--- src/dbra_pkg.sv ---
// Constants and types shared by the dual bank register access block
package dbra_pkg;
	// Byte addressed space of 32 locations
	localparam int unsigned DBRA_AW = 5;
	localparam int unsigned DBRA_DW = 8;
	localparam int unsigned DBRA_CNT_W = 2;
	localparam int unsigned DBRA_MEM_DEPTH = 16;
	localparam int unsigned DBRA_SYNC_W = 10;

	localparam logic [4:0] DBRA_FIRST_ADDR = 5'h00;
	localparam logic [4:0] DBRA_LAST_ADDR = 5'h0f;
	localparam logic [4:0] DBRA_ADDR_STEP = 5'h01;
	localparam logic [4:0] DBRA_PRI_CFG1 = 5'h00;
	localparam logic [4:0] DBRA_PRI_CFG2 = 5'h01;
	localparam logic [4:0] DBRA_PRI_CFG3 = 5'h02;
	localparam logic [4:0] DBRA_RXONOFF = 5'h09;
	localparam logic [4:0] DBRA_STRENGTH = 5'h0c;
	localparam logic [4:0] DBRA_SEC_CFG1 = 5'h0d;
	localparam logic [4:0] DBRA_SEC_CFG2 = 5'h0e;
	localparam logic [4:0] DBRA_SEC_CFG3 = 5'h0f;

	// Field positions
	localparam int unsigned DBRA_BANK_SEL_BIT = 7;
	localparam int unsigned DBRA_SOE_BIT = 7;
	localparam int unsigned DBRA_LOCK_BIT = 0;
	localparam int unsigned DBRA_LV_BIT = 1;
	localparam int unsigned DBRA_STR_HI_MSB = 7;
	localparam int unsigned DBRA_STR_HI_LSB = 4;
	localparam int unsigned DBRA_STR_LO_MSB = 3;
	localparam int unsigned DBRA_STR_LO_LSB = 0;

	// Reset values
	localparam logic [7:0] DBRA_BYTE_RST = 8'h00;
	localparam logic [1:0] DBRA_CNT_RST = 2'h0;
	localparam logic DBRA_BANK_RST = 1'b0;
	localparam logic DBRA_SOE_RST = 1'b0;

	typedef enum logic [1:0] {
		DBRA_IDLE = 2'b01,
		DBRA_XFER = 2'b10
	} dbra_state_t;
endpackage : dbra_pkg

--- src/dbra_byte_mem.sv ---
// Byte storage of the plain configuration bits, registered read port
`timescale 1ns/1ps
module dbra_byte_mem
	import dbra_pkg::*;
#(
	parameter int unsigned DEPTH = DBRA_MEM_DEPTH,
	parameter int unsigned WIDTH = DBRA_DW
) (
	input wire logic i_clk,
	input wire logic i_reset,
	input wire logic i_we,
	input wire logic [$clog2(DEPTH)-1:0] i_waddr,
	input wire logic [WIDTH-1:0] i_wdata,
	input wire logic [$clog2(DEPTH)-1:0] i_raddr,
	output logic [WIDTH-1:0] o_rdata
);
	logic [WIDTH-1:0] mem [DEPTH];

	// Reset kept so that an unwritten byte never reads unknown
	always_ff @(posedge i_clk or posedge i_reset) begin
		if (i_reset) begin
			for (int i = 0; i < DEPTH; i++) begin
				mem[i] <= WIDTH'(DBRA_BYTE_RST);
			end
			o_rdata <= WIDTH'(DBRA_BYTE_RST);
		end else begin
			if (i_we) begin
				mem[i_waddr] <= i_wdata;
			end
			o_rdata <= mem[i_raddr];
		end
	end
endmodule : dbra_byte_mem

--- src/dbra_register_bank.sv ---
// Dual bank register map: address counter, mixed access bits, strength result
//
// Behaviour
// [RQ1] Result upper nibble is amplifier-output level
// [RQ2] Result lower nibble is filter-output level
// [RQ3] Read-only bits read back, writes ignored
// [RQ4] Byte organised space of 32 locations
// [RQ5] Start address and count; address steps per register
// [RQ6] Scans read or write; read-only writes dropped
// [RQ7] Counter wraps to zero past last register
// [RQ8] Both banks accessible whatever bank is active
// [RQ9] Clear-on-access bits cleared by any access
// [RQ10] Secondary mirrored bits show primary bank value
// [RQ11] Lock flag live, same from both banks
// [RQ12] Low-voltage flag latched, cleared by access
// [RQ13] Serial output enable written only via primary
// [RQ14] Strength bits straight from converters, bank-independent
// [RQ15] Bank select bit chooses active bank
// [RQ16] Clear-on-access value captured before clearing
`timescale 1ns/1ps
module dbra_register_bank
	import dbra_pkg::*;
#(
	parameter int unsigned MEM_DEPTH = DBRA_MEM_DEPTH
) (
	input wire logic I_MCLK,
	input wire logic I_RESET,
	input wire logic I_CMD_VALID,
	input wire logic [DBRA_AW-1:0] I_CMD_ADDR,
	input wire logic [DBRA_CNT_W-1:0] I_CMD_COUNT,
	input wire logic I_CMD_WRITE,
	input wire logic I_DATA_VALID,
	input wire logic [DBRA_DW-1:0] I_WDATA,
	input wire logic I_PLL_LOCK,
	input wire logic I_LOW_VOLTAGE,
	input wire logic [3:0] I_LNA_LEVEL,
	input wire logic [3:0] I_IF_LEVEL,
	output logic O_BUSY,
	output logic O_RDATA_VALID,
	output logic [DBRA_DW-1:0] O_RDATA,
	output logic O_BANK_SELECT,
	output logic O_SERIAL_OUTPUT_ENABLE,
	output logic O_LOW_VOLTAGE_LATCH
);
	localparam int unsigned MAW = $clog2(MEM_DEPTH);

	////////////////////////////////////////////////////////////////////////////
	// Helpers

	function automatic logic dbra_is_cfg3(input logic [DBRA_AW-1:0] a);
		dbra_is_cfg3 = (a == DBRA_PRI_CFG3) || (a == DBRA_SEC_CFG3);
	endfunction : dbra_is_cfg3

	function automatic logic dbra_in_range(input logic [DBRA_AW-1:0] a);
		dbra_in_range = (a <= DBRA_LAST_ADDR);
	endfunction : dbra_in_range

	function automatic logic [DBRA_DW-1:0] dbra_merge(
		input logic [DBRA_AW-1:0] a,
		input logic [DBRA_DW-1:0] stored,
		input logic lock,
		input logic lv,
		input logic serial_output_enable,
		input logic bank,
		input logic [DBRA_DW-1:0] strength
	);
		logic [DBRA_DW-1:0] d;
		d = stored;
		if (!dbra_in_range(a)) begin
			d = DBRA_BYTE_RST;
		end else if (a == DBRA_STRENGTH) begin
			d = strength; // [RQ14]
		end else if (dbra_is_cfg3(a)) begin
			d[DBRA_LOCK_BIT] = lock; // [RQ11]
			d[DBRA_LV_BIT] = lv; // [RQ9] [RQ12]
		end else if ((a == DBRA_PRI_CFG2) || (a == DBRA_SEC_CFG2)) begin
			d[DBRA_SOE_BIT] = serial_output_enable; // [RQ10] [RQ13]
		end else if (a == DBRA_RXONOFF) begin
			d[DBRA_BANK_SEL_BIT] = bank;
		end
		dbra_merge = d;
	endfunction : dbra_merge

	////////////////////////////////////////////////////////////////////////////
	// Input synchronisers

	// Converter nibbles may tear across a change; the value settles next cycle
	logic [DBRA_SYNC_W-1:0] sync1;
	logic [DBRA_SYNC_W-1:0] sync2;

	always_ff @(posedge I_MCLK or posedge I_RESET) begin
		if (I_RESET) begin
			sync1 <= '0;
			sync2 <= '0;
		end else begin
			sync1 <= {I_PLL_LOCK, I_LOW_VOLTAGE, I_LNA_LEVEL, I_IF_LEVEL};
			sync2 <= sync1;
		end
	end

	wire logic lock_sync = sync2[DBRA_SYNC_W-1];
	wire logic lv_sync = sync2[DBRA_SYNC_W-2];
	wire logic [3:0] lna_sync = sync2[DBRA_STR_HI_MSB:DBRA_STR_HI_LSB];
	wire logic [3:0] if_sync = sync2[DBRA_STR_LO_MSB:DBRA_STR_LO_LSB];
	wire logic [DBRA_DW-1:0] strength = {lna_sync, if_sync}; // [RQ1] [RQ2] [RQ14]

	////////////////////////////////////////////////////////////////////////////
	// Transfer sequencer

	dbra_state_t state;
	dbra_state_t next_state;
	logic [DBRA_AW-1:0] cur_addr; // [RQ4]
	logic [DBRA_AW-1:0] next_addr;
	logic [DBRA_CNT_W-1:0] remaining;
	logic [DBRA_CNT_W-1:0] next_remaining;
	logic xfer_write;

	wire logic cmd_fire = I_CMD_VALID && (state == DBRA_IDLE);
	wire logic access = I_DATA_VALID && (state == DBRA_XFER);
	wire logic wr_fire = access && xfer_write;
	wire logic rd_fire = access && !xfer_write;
	wire logic last_reg = (remaining == DBRA_CNT_RST);
	// Past the last register, or beyond it, restart at address zero
	wire logic [DBRA_AW-1:0] step_addr = (cur_addr >= DBRA_LAST_ADDR) ? DBRA_FIRST_ADDR
		: cur_addr + DBRA_ADDR_STEP; // [RQ7]

	always_comb begin
		next_state = state;
		next_addr = cur_addr;
		next_remaining = remaining;
		unique case (state)
			DBRA_IDLE: begin
				if (cmd_fire) begin
					next_state = DBRA_XFER;
					next_addr = I_CMD_ADDR;
					next_remaining = I_CMD_COUNT; // [RQ5]
				end
			end
			DBRA_XFER: begin
				if (access) begin
					next_addr = step_addr; // [RQ5] [RQ6]
					next_remaining = remaining - DBRA_CNT_W'(1);
					if (last_reg) begin
						next_state = DBRA_IDLE;
					end
				end
			end
		endcase
	end

	always_ff @(posedge I_MCLK or posedge I_RESET) begin
		if (I_RESET) begin
			state <= DBRA_IDLE;
			cur_addr <= DBRA_FIRST_ADDR;
			remaining <= DBRA_CNT_RST;
			xfer_write <= 1'b0;
		end else begin
			state <= next_state;
			cur_addr <= next_addr;
			remaining <= next_remaining;
			if (cmd_fire) begin
				xfer_write <= I_CMD_WRITE;
			end
		end
	end

	assign O_BUSY = (state == DBRA_XFER);

	////////////////////////////////////////////////////////////////////////////
	// Write decode and special bits

	wire logic addr_ok = dbra_in_range(cur_addr);
	// Result register is read-only: its writes never reach storage
	wire logic mem_we = wr_fire && addr_ok && (cur_addr != DBRA_STRENGTH); // [RQ3] [RQ6]
	wire logic wr_bank = wr_fire && (cur_addr == DBRA_RXONOFF); // [RQ15]
	wire logic wr_soe = wr_fire && (cur_addr == DBRA_PRI_CFG2); // [RQ13]
	wire logic cfg3_access = access && dbra_is_cfg3(cur_addr); // [RQ9]
	// A new detection outranks the clear of the same cycle
	wire logic next_lv = (O_LOW_VOLTAGE_LATCH && !cfg3_access) || lv_sync; // [RQ12] [RQ16]

	always_ff @(posedge I_MCLK or posedge I_RESET) begin
		if (I_RESET) begin
			O_BANK_SELECT <= DBRA_BANK_RST;
			O_SERIAL_OUTPUT_ENABLE <= DBRA_SOE_RST;
			O_LOW_VOLTAGE_LATCH <= 1'b0;
		end else begin
			if (wr_bank) begin
				O_BANK_SELECT <= I_WDATA[DBRA_BANK_SEL_BIT]; // [RQ15]
			end
			if (wr_soe) begin
				O_SERIAL_OUTPUT_ENABLE <= I_WDATA[DBRA_SOE_BIT]; // [RQ13]
			end
			O_LOW_VOLTAGE_LATCH <= next_lv;
		end
	end

	////////////////////////////////////////////////////////////////////////////
	// Storage and read pipeline

	logic [DBRA_DW-1:0] mem_rdata;

	// Both banks sit at their own addresses, so the active bank never gates access
	dbra_byte_mem #(
		.DEPTH(MEM_DEPTH),
		.WIDTH(DBRA_DW)
	) u_mem (
		.i_clk(I_MCLK),
		.i_reset(I_RESET),
		.i_we(mem_we), // [RQ8]
		.i_waddr(cur_addr[MAW-1:0]),
		.i_wdata(I_WDATA),
		.i_raddr(cur_addr[MAW-1:0]),
		.o_rdata(mem_rdata)
	);

	logic rd_valid1;
	logic [DBRA_AW-1:0] rd_addr1;
	logic [DBRA_AW-1:0] out_addr;
	logic snap_lock;
	logic snap_lv;
	logic snap_soe;
	logic snap_bank;
	logic [DBRA_DW-1:0] snap_strength;

	wire logic [DBRA_DW-1:0] merged = dbra_merge(rd_addr1, mem_rdata, snap_lock, snap_lv,
		snap_soe, snap_bank, snap_strength);

	// Snapshot taken in the access cycle, before the clear lands
	always_ff @(posedge I_MCLK or posedge I_RESET) begin
		if (I_RESET) begin
			rd_valid1 <= 1'b0;
			rd_addr1 <= DBRA_FIRST_ADDR;
			snap_lock <= 1'b0;
			snap_lv <= 1'b0;
			snap_soe <= DBRA_SOE_RST;
			snap_bank <= DBRA_BANK_RST;
			snap_strength <= DBRA_BYTE_RST;
		end else begin
			rd_valid1 <= rd_fire;
			rd_addr1 <= cur_addr;
			snap_lock <= lock_sync;
			snap_lv <= O_LOW_VOLTAGE_LATCH; // [RQ16]
			snap_soe <= O_SERIAL_OUTPUT_ENABLE;
			snap_bank <= O_BANK_SELECT;
			snap_strength <= strength;
		end
	end

	always_ff @(posedge I_MCLK or posedge I_RESET) begin
		if (I_RESET) begin
			O_RDATA_VALID <= 1'b0;
			O_RDATA <= DBRA_BYTE_RST;
			out_addr <= DBRA_FIRST_ADDR;
		end else begin
			O_RDATA_VALID <= rd_valid1;
			out_addr <= rd_addr1;
			if (rd_valid1) begin
				O_RDATA <= merged;
			end
		end
	end
endmodule : dbra_register_bank

--- config.mk ---
export PLATFORM = sky130hd
export DESIGN_NAME = dbra_register_bank
export DESIGN_NICKNAME = d
export VERILOG_FILES = /design/src/dbra_pkg.sv /design/src/dbra_byte_mem.sv /design/src/dbra_register_bank.sv
export SDC_FILE = /design/constraint.sdc
export NUM_CORES = 1
export LEC_CHECK = 0
export BUFFER_PORTS_ARGS = -buffer_cell sky130_fd_sc_hd__buf_2
export CORE_MARGIN = 3
export CORE_UTILIZATION = 55
export CTS_CLUSTER_DIAMETER = 120
export DETAILED_ROUTE_END_ITERATION = 8
export PLACE_DENSITY = 0.73
export SYNTH_ARGS = -nofsm -noshare
export SYNTH_HDL_FRONTEND = slang
export SYNTH_HIERARCHICAL = 1
export SYNTH_SLANG_ARGS = --single-unit
--- constraint.sdc ---
create_clock -name I_MCLK -period 3.95 [get_ports I_MCLK]
set_input_delay 0.395 -clock I_MCLK [delete_from_list [all_inputs] [get_ports I_MCLK]]
set_output_delay 0.395 -clock I_MCLK [all_outputs]
set_load 0.03 [all_outputs]
Yosys cells after proc, flatten, opt, wreduce, memory -nomap -nowiden
Index checks and enable logic that the tools add are counted.
{"block": "op_classes", "n_addsub": 2, "magnitude_cmp": 5, "eq_ne": 16, "mux": 25, "bitwise_logic": 1, "reduce_logical": 20}
{"operator": "bitwise mux 128 bit", "n": 1}
{"operator": "binary-select mux 8 bit (select 4 bit)", "n": 1}
{"operator": "demux 8 bit (select 4 bit)", "n": 1}
{"operator": "two-way mux 8 bit", "n": 4}
{"operator": "equality test 5 x 4 -> 1 bit, second input constant", "n": 6}
{"operator": "two-way mux 5 bit", "n": 4}
{"operator": "two-way mux 2 bit", "n": 7}
{"operator": "logical AND 1 bit", "n": 11}
{"operator": "equality test 5 x 1 -> 1 bit, second input constant", "n": 2}
{"operator": "equality test 5 x 2 -> 1 bit, second input constant", "n": 2}
{"operator": "less-or-equal comparator 5 x 4 -> 1 bit, second input constant", "n": 2}
{"operator": "case mux 5 bit (2 select lines)", "n": 1}
{"operator": "case mux 2 bit (2 select lines)", "n": 2}
{"operator": "adder 5 x 1 -> 5 bit, second input constant", "n": 1}
{"operator": ">= comparator 5 x 4 -> 1 bit, second input constant", "n": 1}
{"operator": ">= comparator 5 bit, second input constant", "n": 1}
{"operator": "less-than comparator 5 x 1 -> 1 bit, second input constant", "n": 1}
{"operator": "inequality test 5 x 4 -> 1 bit, second input constant", "n": 1}
{"operator": "inverter 4 -> 5 bit", "n": 1}
{"operator": "logical OR 1 bit", "n": 4}
{"operator": "two-way mux 1 bit", "n": 4}
{"operator": "inequality test 2 x 1 -> 1 bit, second input constant", "n": 2}
{"operator": "AND reduction 3 bit", "n": 1}
{"operator": "equality test 2 x 1 -> 1 bit, second input constant", "n": 1}
{"operator": "other kinds (6)", "n": 7}
{"block": "word_totals", "regBits": 196, "in_bits": 30, "output_inout_bits": 13, "wordCells": 104}

Depth between registers and ports, before layout
Gate-level depths: netlist of run 1.
{"block": "logic_depth", "word_depth": 6, "depth_mapped": 9, "ltp_nobuf": 8}

By module
The synthesis of run 1 kept the hierarchy.
{"module": "dbra_byte_mem", "n_inst": 1, "cells_each": 377, "area_per_inst_um2": 6077.1}
{"module": "dbra_register_bank", "n_inst": 1, "cells_each": 172, "area_per_inst_um2": 2283.4}

Worst setup path after synthesis of run 1
Ideal clock, no wire load.
{"block": "synth_timing", "path_kind": "register to register", "from": "register cur_addr[1]", "to": "register u_mem/mem[104] (netlist bit)", "setup_time_ns": 0.125, "t_arrival_ns": 2.521, "setup_slack_ns": 1.304, "stages_incl_launch_ff": 10, "synth_period_minus_slack_ns": 2.646, "path_cell_list": "dfrtp_1 -> ha_1 -> and3_1 -> ha_1 -> inv_1 -> a21oi_1 -> nand2_2 -> or4_1 -> buf_6 -> mux2_4"}
{"element": "from (decl)", "line_no": "dbra_register_bank.sv:112", "text": "logic [DBRA_AW-1:0] cur_addr;"}
{"element": "from (signal assigned)", "line_no": "dbra_register_bank.sv:159", "text": "cur_addr <= next_addr;"}
{"element": "less-or-equal comparator 5 x 4 -> 1 bit", "line_no": "dbra_register_bank.sv:55", "text": "dbra_in_range = (a <= DBRA_LAST_ADDR);"}
{"element": "logical AND 1 bit", "line_no": "dbra_register_bank.sv:174", "text": "wire logic mem_we = wr_fire && addr_ok && (cur_addr != DBRA_STRENGTH);"}
{"element": "logical AND 1 bit *", "line_no": "dbra_register_bank.sv:174"}
{"element": "named net mem_we", "line_no": "dbra_register_bank.sv:174"}
{"element": "to (signal, indexed assignment)", "line_no": "dbra_byte_mem.sv:23", "text": "mem[i] <= WIDTH'(DBRA_BYTE_RST);"}
{"element": "to (signal, indexed assignment)", "line_no": "dbra_byte_mem.sv:28", "text": "mem[i_waddr] <= i_wdata;"}
{"element": "to (decl)", "line_no": "dbra_byte_mem.sv:17", "text": "logic [WIDTH-1:0] mem [DEPTH];"}
Mark *: on every way through the listed nets, which the timed path passes. The rest lies on a longest branch.
A chain may end at the register's enable or synchronous reset.

Worst setup path after layout of run 1
{"block": "layout_timing", "from": "register cur_addr[3]", "to": "register u_mem/mem[45] (netlist bit)"}
Same word-level chain as after synthesis.

==> impl_summary.md, run 1 <==
Layout
The net count of the finished layout is just over 600. Compared with the post-synthesis result, the final layout area differs by 11.4%. The number of diodes is 0. The count of non-filler cells in the finished layout is 784. Of the cells placed in the final design, the portion with a size suffix greater than 1 is 0.437.

Yosys
The largest area contributor in the netlist is dfrtp_1. The commonest cells after synthesis are dfrtp_1 (195), mux2_2 (120), mux4_2 (32). dfrtp_1 is the most common cell in the netlist. Among all flip-flop cells after synthesis, the most frequent one is dfrtp_1.

The number of warnings issued by yosys is 6. For this run, the register share of the synthesized area comes to 0.587. The share of the synthesized area in compound gates (AO/OA/AOI/OAI) came to 0.0467.

Measured against the total synthesized area, the mux share comes to 0.276. The cell count after synthesis came out at ~550. The mapped netlist covers 8360 um2. Of the total synthesized cell area, the portion taken by AND, OR, NAND and NOR gates is 0.0576. The synthesized netlist contains 60 unique library cells. After synthesis, the largest family of logic cells by area is multiplexers. In this run, synthesis inferred 0 flip-flops with an integrated enable. The share of synthesized cell area in full adder, half adder and majority cells is 0.00898. The average instance in the mapped netlist occupies ~15 um2.

The proportion of register bits with asynchronous set or reset after synthesis is 1.00. The post-synth net total is 585. Of the post-synthesis cell area, the dominant cell type holds 0.584. Synthesis inferred 196 register bits. After synthesis, the cell types taking the most area are dfrtp_1 (58%), mux2_2 (16%), mux4_2 (8.6%). Of the total synthesized cell area, the portion taken by XOR and XNOR cells is 0.

Routing
The routed design has between 15,000 and 20,000 um of wire. The final route contains 4,705 vias. The per-cell routed wire length is ~21 um.

The detailed-route vias per instance is between 6 and 7. The remaining design rule violation count is 0. The count of TritonRoute iterations in the first routing pass is 5. The remaining number of nets flagged by the antenna check after routing is 0.

The initial DRC count is 293.

Critical path
The kind of launch point of the worst setup path is a flip-flop. The required time reported for the critical path endpoint is ~4.3 ns. The slowest stage of the critical path belongs to the cell dfrtp_1. The signal on the critical path passes through and3_1 > ha_1 > inv_1 > a21oi_1 > nand2_2 > nor3_2 > mux2_2. The delay contributed by the slowest stage of the critical path is between 0.7 and 0.8 ns. The cell family contributing the most delay on the critical path is simple AND/OR/NAND/NOR gates. The arrival time of the worst setup path is around 3.5 ns. The type of element capturing the critical path is a flip-flop. Of all nets on the critical path, the largest fanout is 20.

The start-to-end type of the worst setup path is reg -> reg. The sum of buffers and inverters on the critical path is 1.

GRT
The first global-routing pass estimated approximately 27,000 um of wire. The number of global-route vias before repair was slightly below 5,000. The maximum number of pins on one net before global-route repair is 77.

For this run the aggregate overflow at the end of global routing stands at 0. The all-layer global routing usage is 0.212. The initial antenna violation count is 0.

Clock tree
The number of clock sinks is approximately 200. The number of buffers on the longest clock path is 2. The total CTS buffers is 17. The clock transition at the registers of the reported paths is around 0.070 ns.

Buffers inserted to repair hold after CTS numbered 1. The clock tree from TritonCTS is done. At the later pin of the worst-skew pair, clock insertion delay measures 0.43 ns. The number of setup buffers added after CTS is 0. The H-tree depth reported by CTS is 4. The number of gates resized after CTS is 0. In this run the clock root is driven by a clkbuf_16.

STA
Setup repair after global routing left no endpoint under its margin. The number of hold violations in the final report is 0. Setup violations remaining at the end of the flow were counted as 0. Dividing the final minimum period by the clock period gives 0.799. The count of pins over their slew limit is 0. The worst path in the final design needs a cycle of ~3.2 ns, including I/O delays and setup. The remaining max-slew budget at the tightest pin is 0.404.

The worst clock skew on the final layout is 0.00647 ns. The top achievable clock speed is approximately 320 MHz. Setup total negative slack on the finished layout was measured at 0 ns. The actual slew at the worst max-slew pin is a little under 0.9 ns.

Floorplanning
The row count is 44. The core region is 14,700 um2. The vertical die dimension is 129 um.

The number of top-level pins is 43. The horizontal extent of the die is approximately 130 um. The effective utilization at floorplan is 0.569. The area of the die is roughly 17,000 um2.

Placed design
The cell count after placement is ~750. The sum of net half-perimeters after detailed placement is ~11,000 um. The count of buffers added on input and output ports is 42. The congestion estimate from routability-driven global placement came to between 0.8 and 0.9.

Power
VDD sags by at most between 0.3 and 0.4 mV. The clock share of power is 0.281. The share of total power dissipated in combinational logic is 0.257. In this run the power density over the cells is around 650 nW/um2. Cell internal power was estimated by the tool at a little over 0.004 W.

The leakage component of the power is between 4 and 5 nW. The switching power share of the total is 0.324. Of the total power, registers draw 0.462. The switching power summed over all nets is between 0.0015 and 0.002 W.

Job
The number of violations of the max-capacitance limit is 0.

Run status
The run finished with clean final reports.

Hold path
In this run the worst hold path is classified as in -> reg.
## routing by layer
metal  wire length (um)  global-route usage
met1               7460               0.301
met2               7940               0.331
met3                852              0.0470
met4                325              0.0679
met5                  0                   0
## cell families (layout without fill, tap and decap cells)
family / count (synthesis) / in the layout
flip-flops: 196 / 196
multiplexers: 171 / 171
AND/OR/NAND/NOR: 79 / 79
AO/OA/AOI/OAI: 53 / 53
buffers and inverters: 44 / 95
adder cells (fa/ha/maj): 6 / 6
## cell usage in the layout (no fill, tap or decap), drive strengths merged, types with 5 or more instances in the layout
master | netlist | layout
dfrtp | 195 | 195
mux2 | 131 | 131
buf | 16 | 47
mux4 | 32 | 32
inv | 15 | 23
nand2 | 18 | 18
a22oi | 17 | 17
clkbuf | 13 | 17
nor2 | 15 | 15
mux2i | 8 | 8
o21ai | 8 | 8
a21oi | 6 | 6
ha | 6 | 6
nand2b | 6 | 6
nor3 | 6 | 6
nand3 | 5 | 5
o2bb2ai | 5 | 5
## registers in the layout, summed over array words and instances, names as in the netlist, 2 cells and up
name,count
sync1,10
rd_addr1,5
state,2
u_mem/mem,128
remaining,2
cur_addr,5
O_RDATA,8
u_mem/o_rdata,8
sync2,10
snap_strength,8
## path summary, 6_finish.rpt
kind / slack [ns] / end / cells after the start / from
min: 0.07 / sync1[1] / 1 / I_IF_LEVEL[1]
max: 0.79 / u_mem/mem[45] / 7 / cur_addr[3]
min reg2reg: 0.35 / snap_strength[4] / 0 / sync2[4]
min in group asynchronous: 0.41 / sync1[5] / 3 / I_RESET
max reg2reg: 0.79 / u_mem/mem[45] / 7 / cur_addr[3]
max in group asynchronous: 2.59 / u_mem/mem[101] / 4 / I_RESET
## layout make-up
cell class              count  area [um2]
fillers                  1077        5390
flip-flops and latches    196        4910
multi-input cells         309        3250
clock buffers              17         425
repair buffers             48         270
well taps                 184         230
clock inverters            15         163
inverters                  15        60.1
## power by group through the flow
stage                     Sequential (W)  Combinational [W]  Clock (W)
after CTS                        0.00279            0.00157    0.00173
after detailed placement         0.00283            0.00156          0
final                            0.00279            0.00155    0.00170
after floorplan                  0.00277            0.00122          0
after global routing             0.00286            0.00170    0.00182
after global placement           0.00280            0.00151          0
## stage by stage
stage | total power [W] | area [um2] | hold WS, ns | util | setup WS, ns
detailed placement | 0.00438 | 8710 | 0.305 | 0.593 | 0.824
finish | 0.00605 | 9310 | 0.0676 | 0.633 | 0.794
global route | 0.00637 | 9310 | 0.0470 | 0.633 | 0.544
CTS | 0.00609 | 9310 | 0.0523 | 0.633 | 0.791
global placement | 0.00431 | 8710 | 0.299 | 0.593 | 0.935
floorplan | 0.00399 | 8360 | 0.331 | - | 1.30
Note: power is estimated with default switching activity, not from simulation.
==> run 2, diff against run 1 <==
- CORE_UTILIZATION: 55 -> 61
- PLACE_DENSITY: 0.73 -> 0.76
- clock period: 3.95 -> 3.2 ns (I/O delays scaled with it)
==> run 2 against run 1 <==
Compared with the run above: highest routed layer unchanged; clock-buffer cell count did not move; critical path depth rose by 2; flip-flop and latch count did not move; largest cell class unchanged; sequential share of layout area fell by 0.78 points.
==> impl_summary.md, run 2 (synthesis results as in run 1) <==
Run status
The flow ran to the end, and the final reports show no timing, DRC or antenna violations.

Critical path
The highest fanout seen on the critical path came to 11 (-45%). The sum of buffers and inverters on the critical path is 2 (+1). The start-to-end type of the worst setup path is reg -> reg. On the critical path, the stage with the largest delay is an instance of or4_1. The arrival time of the worst setup path is 3.28 ns (-0.19 ns). The required time reported for the critical path endpoint was 3.51 ns (-0.75 ns). Walking the worst path, the cells encountered are buf_4 > inv_1 > ha_1 > nand4_1 > nand3_1 > a21oi_1 > nand2_2 > or4_1 > mux2_4.

The worst setup path is launched from a flip-flop. The type of element capturing the critical path is a flip-flop. The kind of cell adding the most delay to the critical path is simple AND/OR/NAND/NOR gates. The delay contributed by the slowest stage of the critical path is 0.70 ns (-0.09 ns).

Clock tree
The clock transition at the registers of the reported paths is 0.08 ns (about the same). The H-tree depth reported by CTS is 4 (unchanged). TritonCTS built the clock tree. The total CTS buffers is 17 (unchanged). The number of clock sinks is 196 (unchanged).

The source-to-sink clock delay at the later pin of the worst-skew pair came to 0.44 ns (about the same). The number of buffers on the longest clock path is 2 (unchanged). Clock tree synthesis selected as its root buffer the cell clkbuf_16.

STA
The final period utilization was 0.927 (+0.128). The number of hold violations in the final report is 0 (unchanged). The post-route minimum period is 2.97 ns (-0.189 ns). The sum of negative setup slack is 0 ns (unchanged). The remaining max-slew budget at the tightest pin was 0.366 (-0.0377). The actual slew at the worst max-slew pin is 0.949 ns (+0.0600 ns). The top achievable clock speed came to 337 MHz (+6.4%). The final hold slack came to 0.0377 ns (-0.0299 ns). The total setup violations reported at the end of the flow came to 0 (unchanged). The worst clock skew on the final layout is 0.0112 ns (+0.00471 ns). The setup slack after layout is 0.233 ns (-0.561 ns). The count of pins over their slew limit is 0 (unchanged). Setup repair after global routing left no endpoint under its margin.

Layout
The number of diodes is 0 (unchanged). The storage element area came to 4910 um2 (unchanged). The proportion of layout cells with a drive suffix above 1 is 0.438 (+0.000935). The largest registers in the layout are u_mem/mem: 128 flops, sync1: 10 flops, sync2: 10 flops.

The net count of the finished layout was 640 (+2.7%). In the layout the commonest cells are dfrtp_1 (193), mux2_2 (120), buf_2 (42), mux4_2 (32). The flip-flop count of the largest register, all copies and words added is 128 (unchanged).

The library cell used most frequently in the layout, excluding fill and tap cells, is dfrtp_1. The signed area change from the synthesized netlist to the final layout is 13.0%. The count of non-filler cells in the finished layout is 793 (+1.1%).

The filler cell count came to 896 (-17%). The largest register by flop count is u_mem/mem. The area of combinational cells with multiple inputs is 3250 um2 (unchanged).

Routing
The met1 wire length is 7260 um (-2.7%). The total met3 wirelength after detailed routing is 864 um (+1.4%). The remaining design rule violation count came to 0 (unchanged). The routed wire length is 17,000 um (+2.6%). The highest metal layer used by the detailed router is met4. The detailed-route vias per instance came to 6.04 (+0.65%). The vias after detailed routing is 4,790 (+1.8%).

The per-cell routed wire length was 21.4 um (+1.4%). The initial DRC count is 366 (+25%). The detailed route wirelength on metal2 is 8640 um (+8.9%). The remaining number of nets flagged by the antenna check after routing is 0 (unchanged).

The count of TritonRoute iterations in the first routing pass is 4 (-1).

Placed design
The cell count after placement is 751 (unchanged). The global placer's final weighted congestion came to 0.847 (+5.6%). The count of input and output buffers came to 42 (unchanged). The sum of net half-perimeters after detailed placement was 11,100 um (+2.5%). The pre-CTS setup slack is 0.248 ns (-0.576 ns).

Floorplanning
The placeable core region came to 13,300 um2 (-9.2%). The area of the die is 15,100 um2 (-9.4%). The horizontal extent of the die is 123 um (-4.8%).

The effective utilization at floorplan is 0.626 (+0.0576). The vertical die dimension is 123 um (-4.8%). The row count came to 42 (-4.5%). The number of top-level pins is 43 (unchanged).

Power
The peak ir drop on the vdd network is 0.667 mV (+99%). The cell area power density came to 794 nW/um2 (+22%). The leakage component of the power is 4.55 nW (+1.8%).

GRT
The total overflow reported by the global router is 0 (unchanged). The maximum number of pins on one net before global-route repair was 93 (+21%). The all-layer global routing usage is 0.242 (+0.0298). The initial antenna violation count is 0 (unchanged).

The number of global-route vias before repair is 5,003 (+2.7%). The wire length of the first global-routing pass is 27,400 um (+2.3%).

Job
The number of violations of the max-capacitance limit was 0 (unchanged).

Hold path
The type of the tightest min-delay check is in -> async.
[run 2: cell count changes in the layout (fill, tap and decap cells not counted)]
| cell | change |
|---|---|
| dlygate4sd3_1 | +9 |
| buf_4 | +8 |
| inv_6 | -3 |
| clkinv_8 | +2 |
| inv_8 | +2 |
| bufinv_16 | -1 |
| clkinv_4 | +1 |
| clkinvlp_4 | -1 |
[run 2: area by class of cell]
class,count,area share
Clock inverter,15,0.0172
Clock buffer,17,0.0450
Inverter,15,0.00636
Timing Repair Buffer,65,0.0445
Sequential cell,196,0.519
Multi-Input combinational cell,309,0.344
Tap cell,176,0.0233
[run 2: path summary, 6_finish.rpt]
kind | from | endpoint | slack [ns] | cells past startpoint
setup / recovery | cur_addr[0] | u_mem/mem[109] | 0.23 | 9
min in group I_MCLK | I_CMD_WRITE | xfer_write | 0.12 | 2
max in group asynchronous | I_RESET | state[0] | 2.32 | 3
hold / removal | I_RESET | u_mem/mem[42] | 0.04 | 3
setup reg to reg | cur_addr[0] | u_mem/mem[109] | 0.23 | 9
hold reg to reg | sync1[9] | sync2[9] | 0.35 | 0
[run 2: per-layer routing]
layer / vias up / global-route usage
met4: 0 / 0.0609
li1: 2126 / -
met2: 115 / 0.398
met5: - / 0
met1: 2534 / 0.332
met3: 15 / 0.0540
[run 2: timing repair]
action	4_1_cts	5_1_grt
hold endpoints to repair	10	0
buffers inserted	0	0
hold buffers	10	0
resized for setup	0	0
[run 2: where the power goes]
group / switching (W) / internal (W) / total (W) / leakage, nW
Combinational: 0.00114 / 0.000966 / 0.00210 / 1.66
Sequential: 0.000326 / 0.00301 / 0.00334 / 2.61
Clock: 0.00101 / 0.00105 / 0.00206 / 0.285
Total: 0.00248 / 0.00503 / 0.00751 / 4.55
[run 2: through the flow]
step / utilization / total power, W / area (um2)
finish: 0.708 / 0.00751 / 9450
global route: 0.708 / 0.00791 / 9450
CTS: 0.708 / 0.00755 / 9450
detailed placement: 0.656 / 0.00547 / 8760
global placement: 0.656 / 0.00536 / 8760
floorplan: - / 0.00493 / 8360
[run 2: worst min-delay path: stages]
cell,delay (ns)
buf_2,0.12
clkinvlp_4,0.09
buf_12,0.37
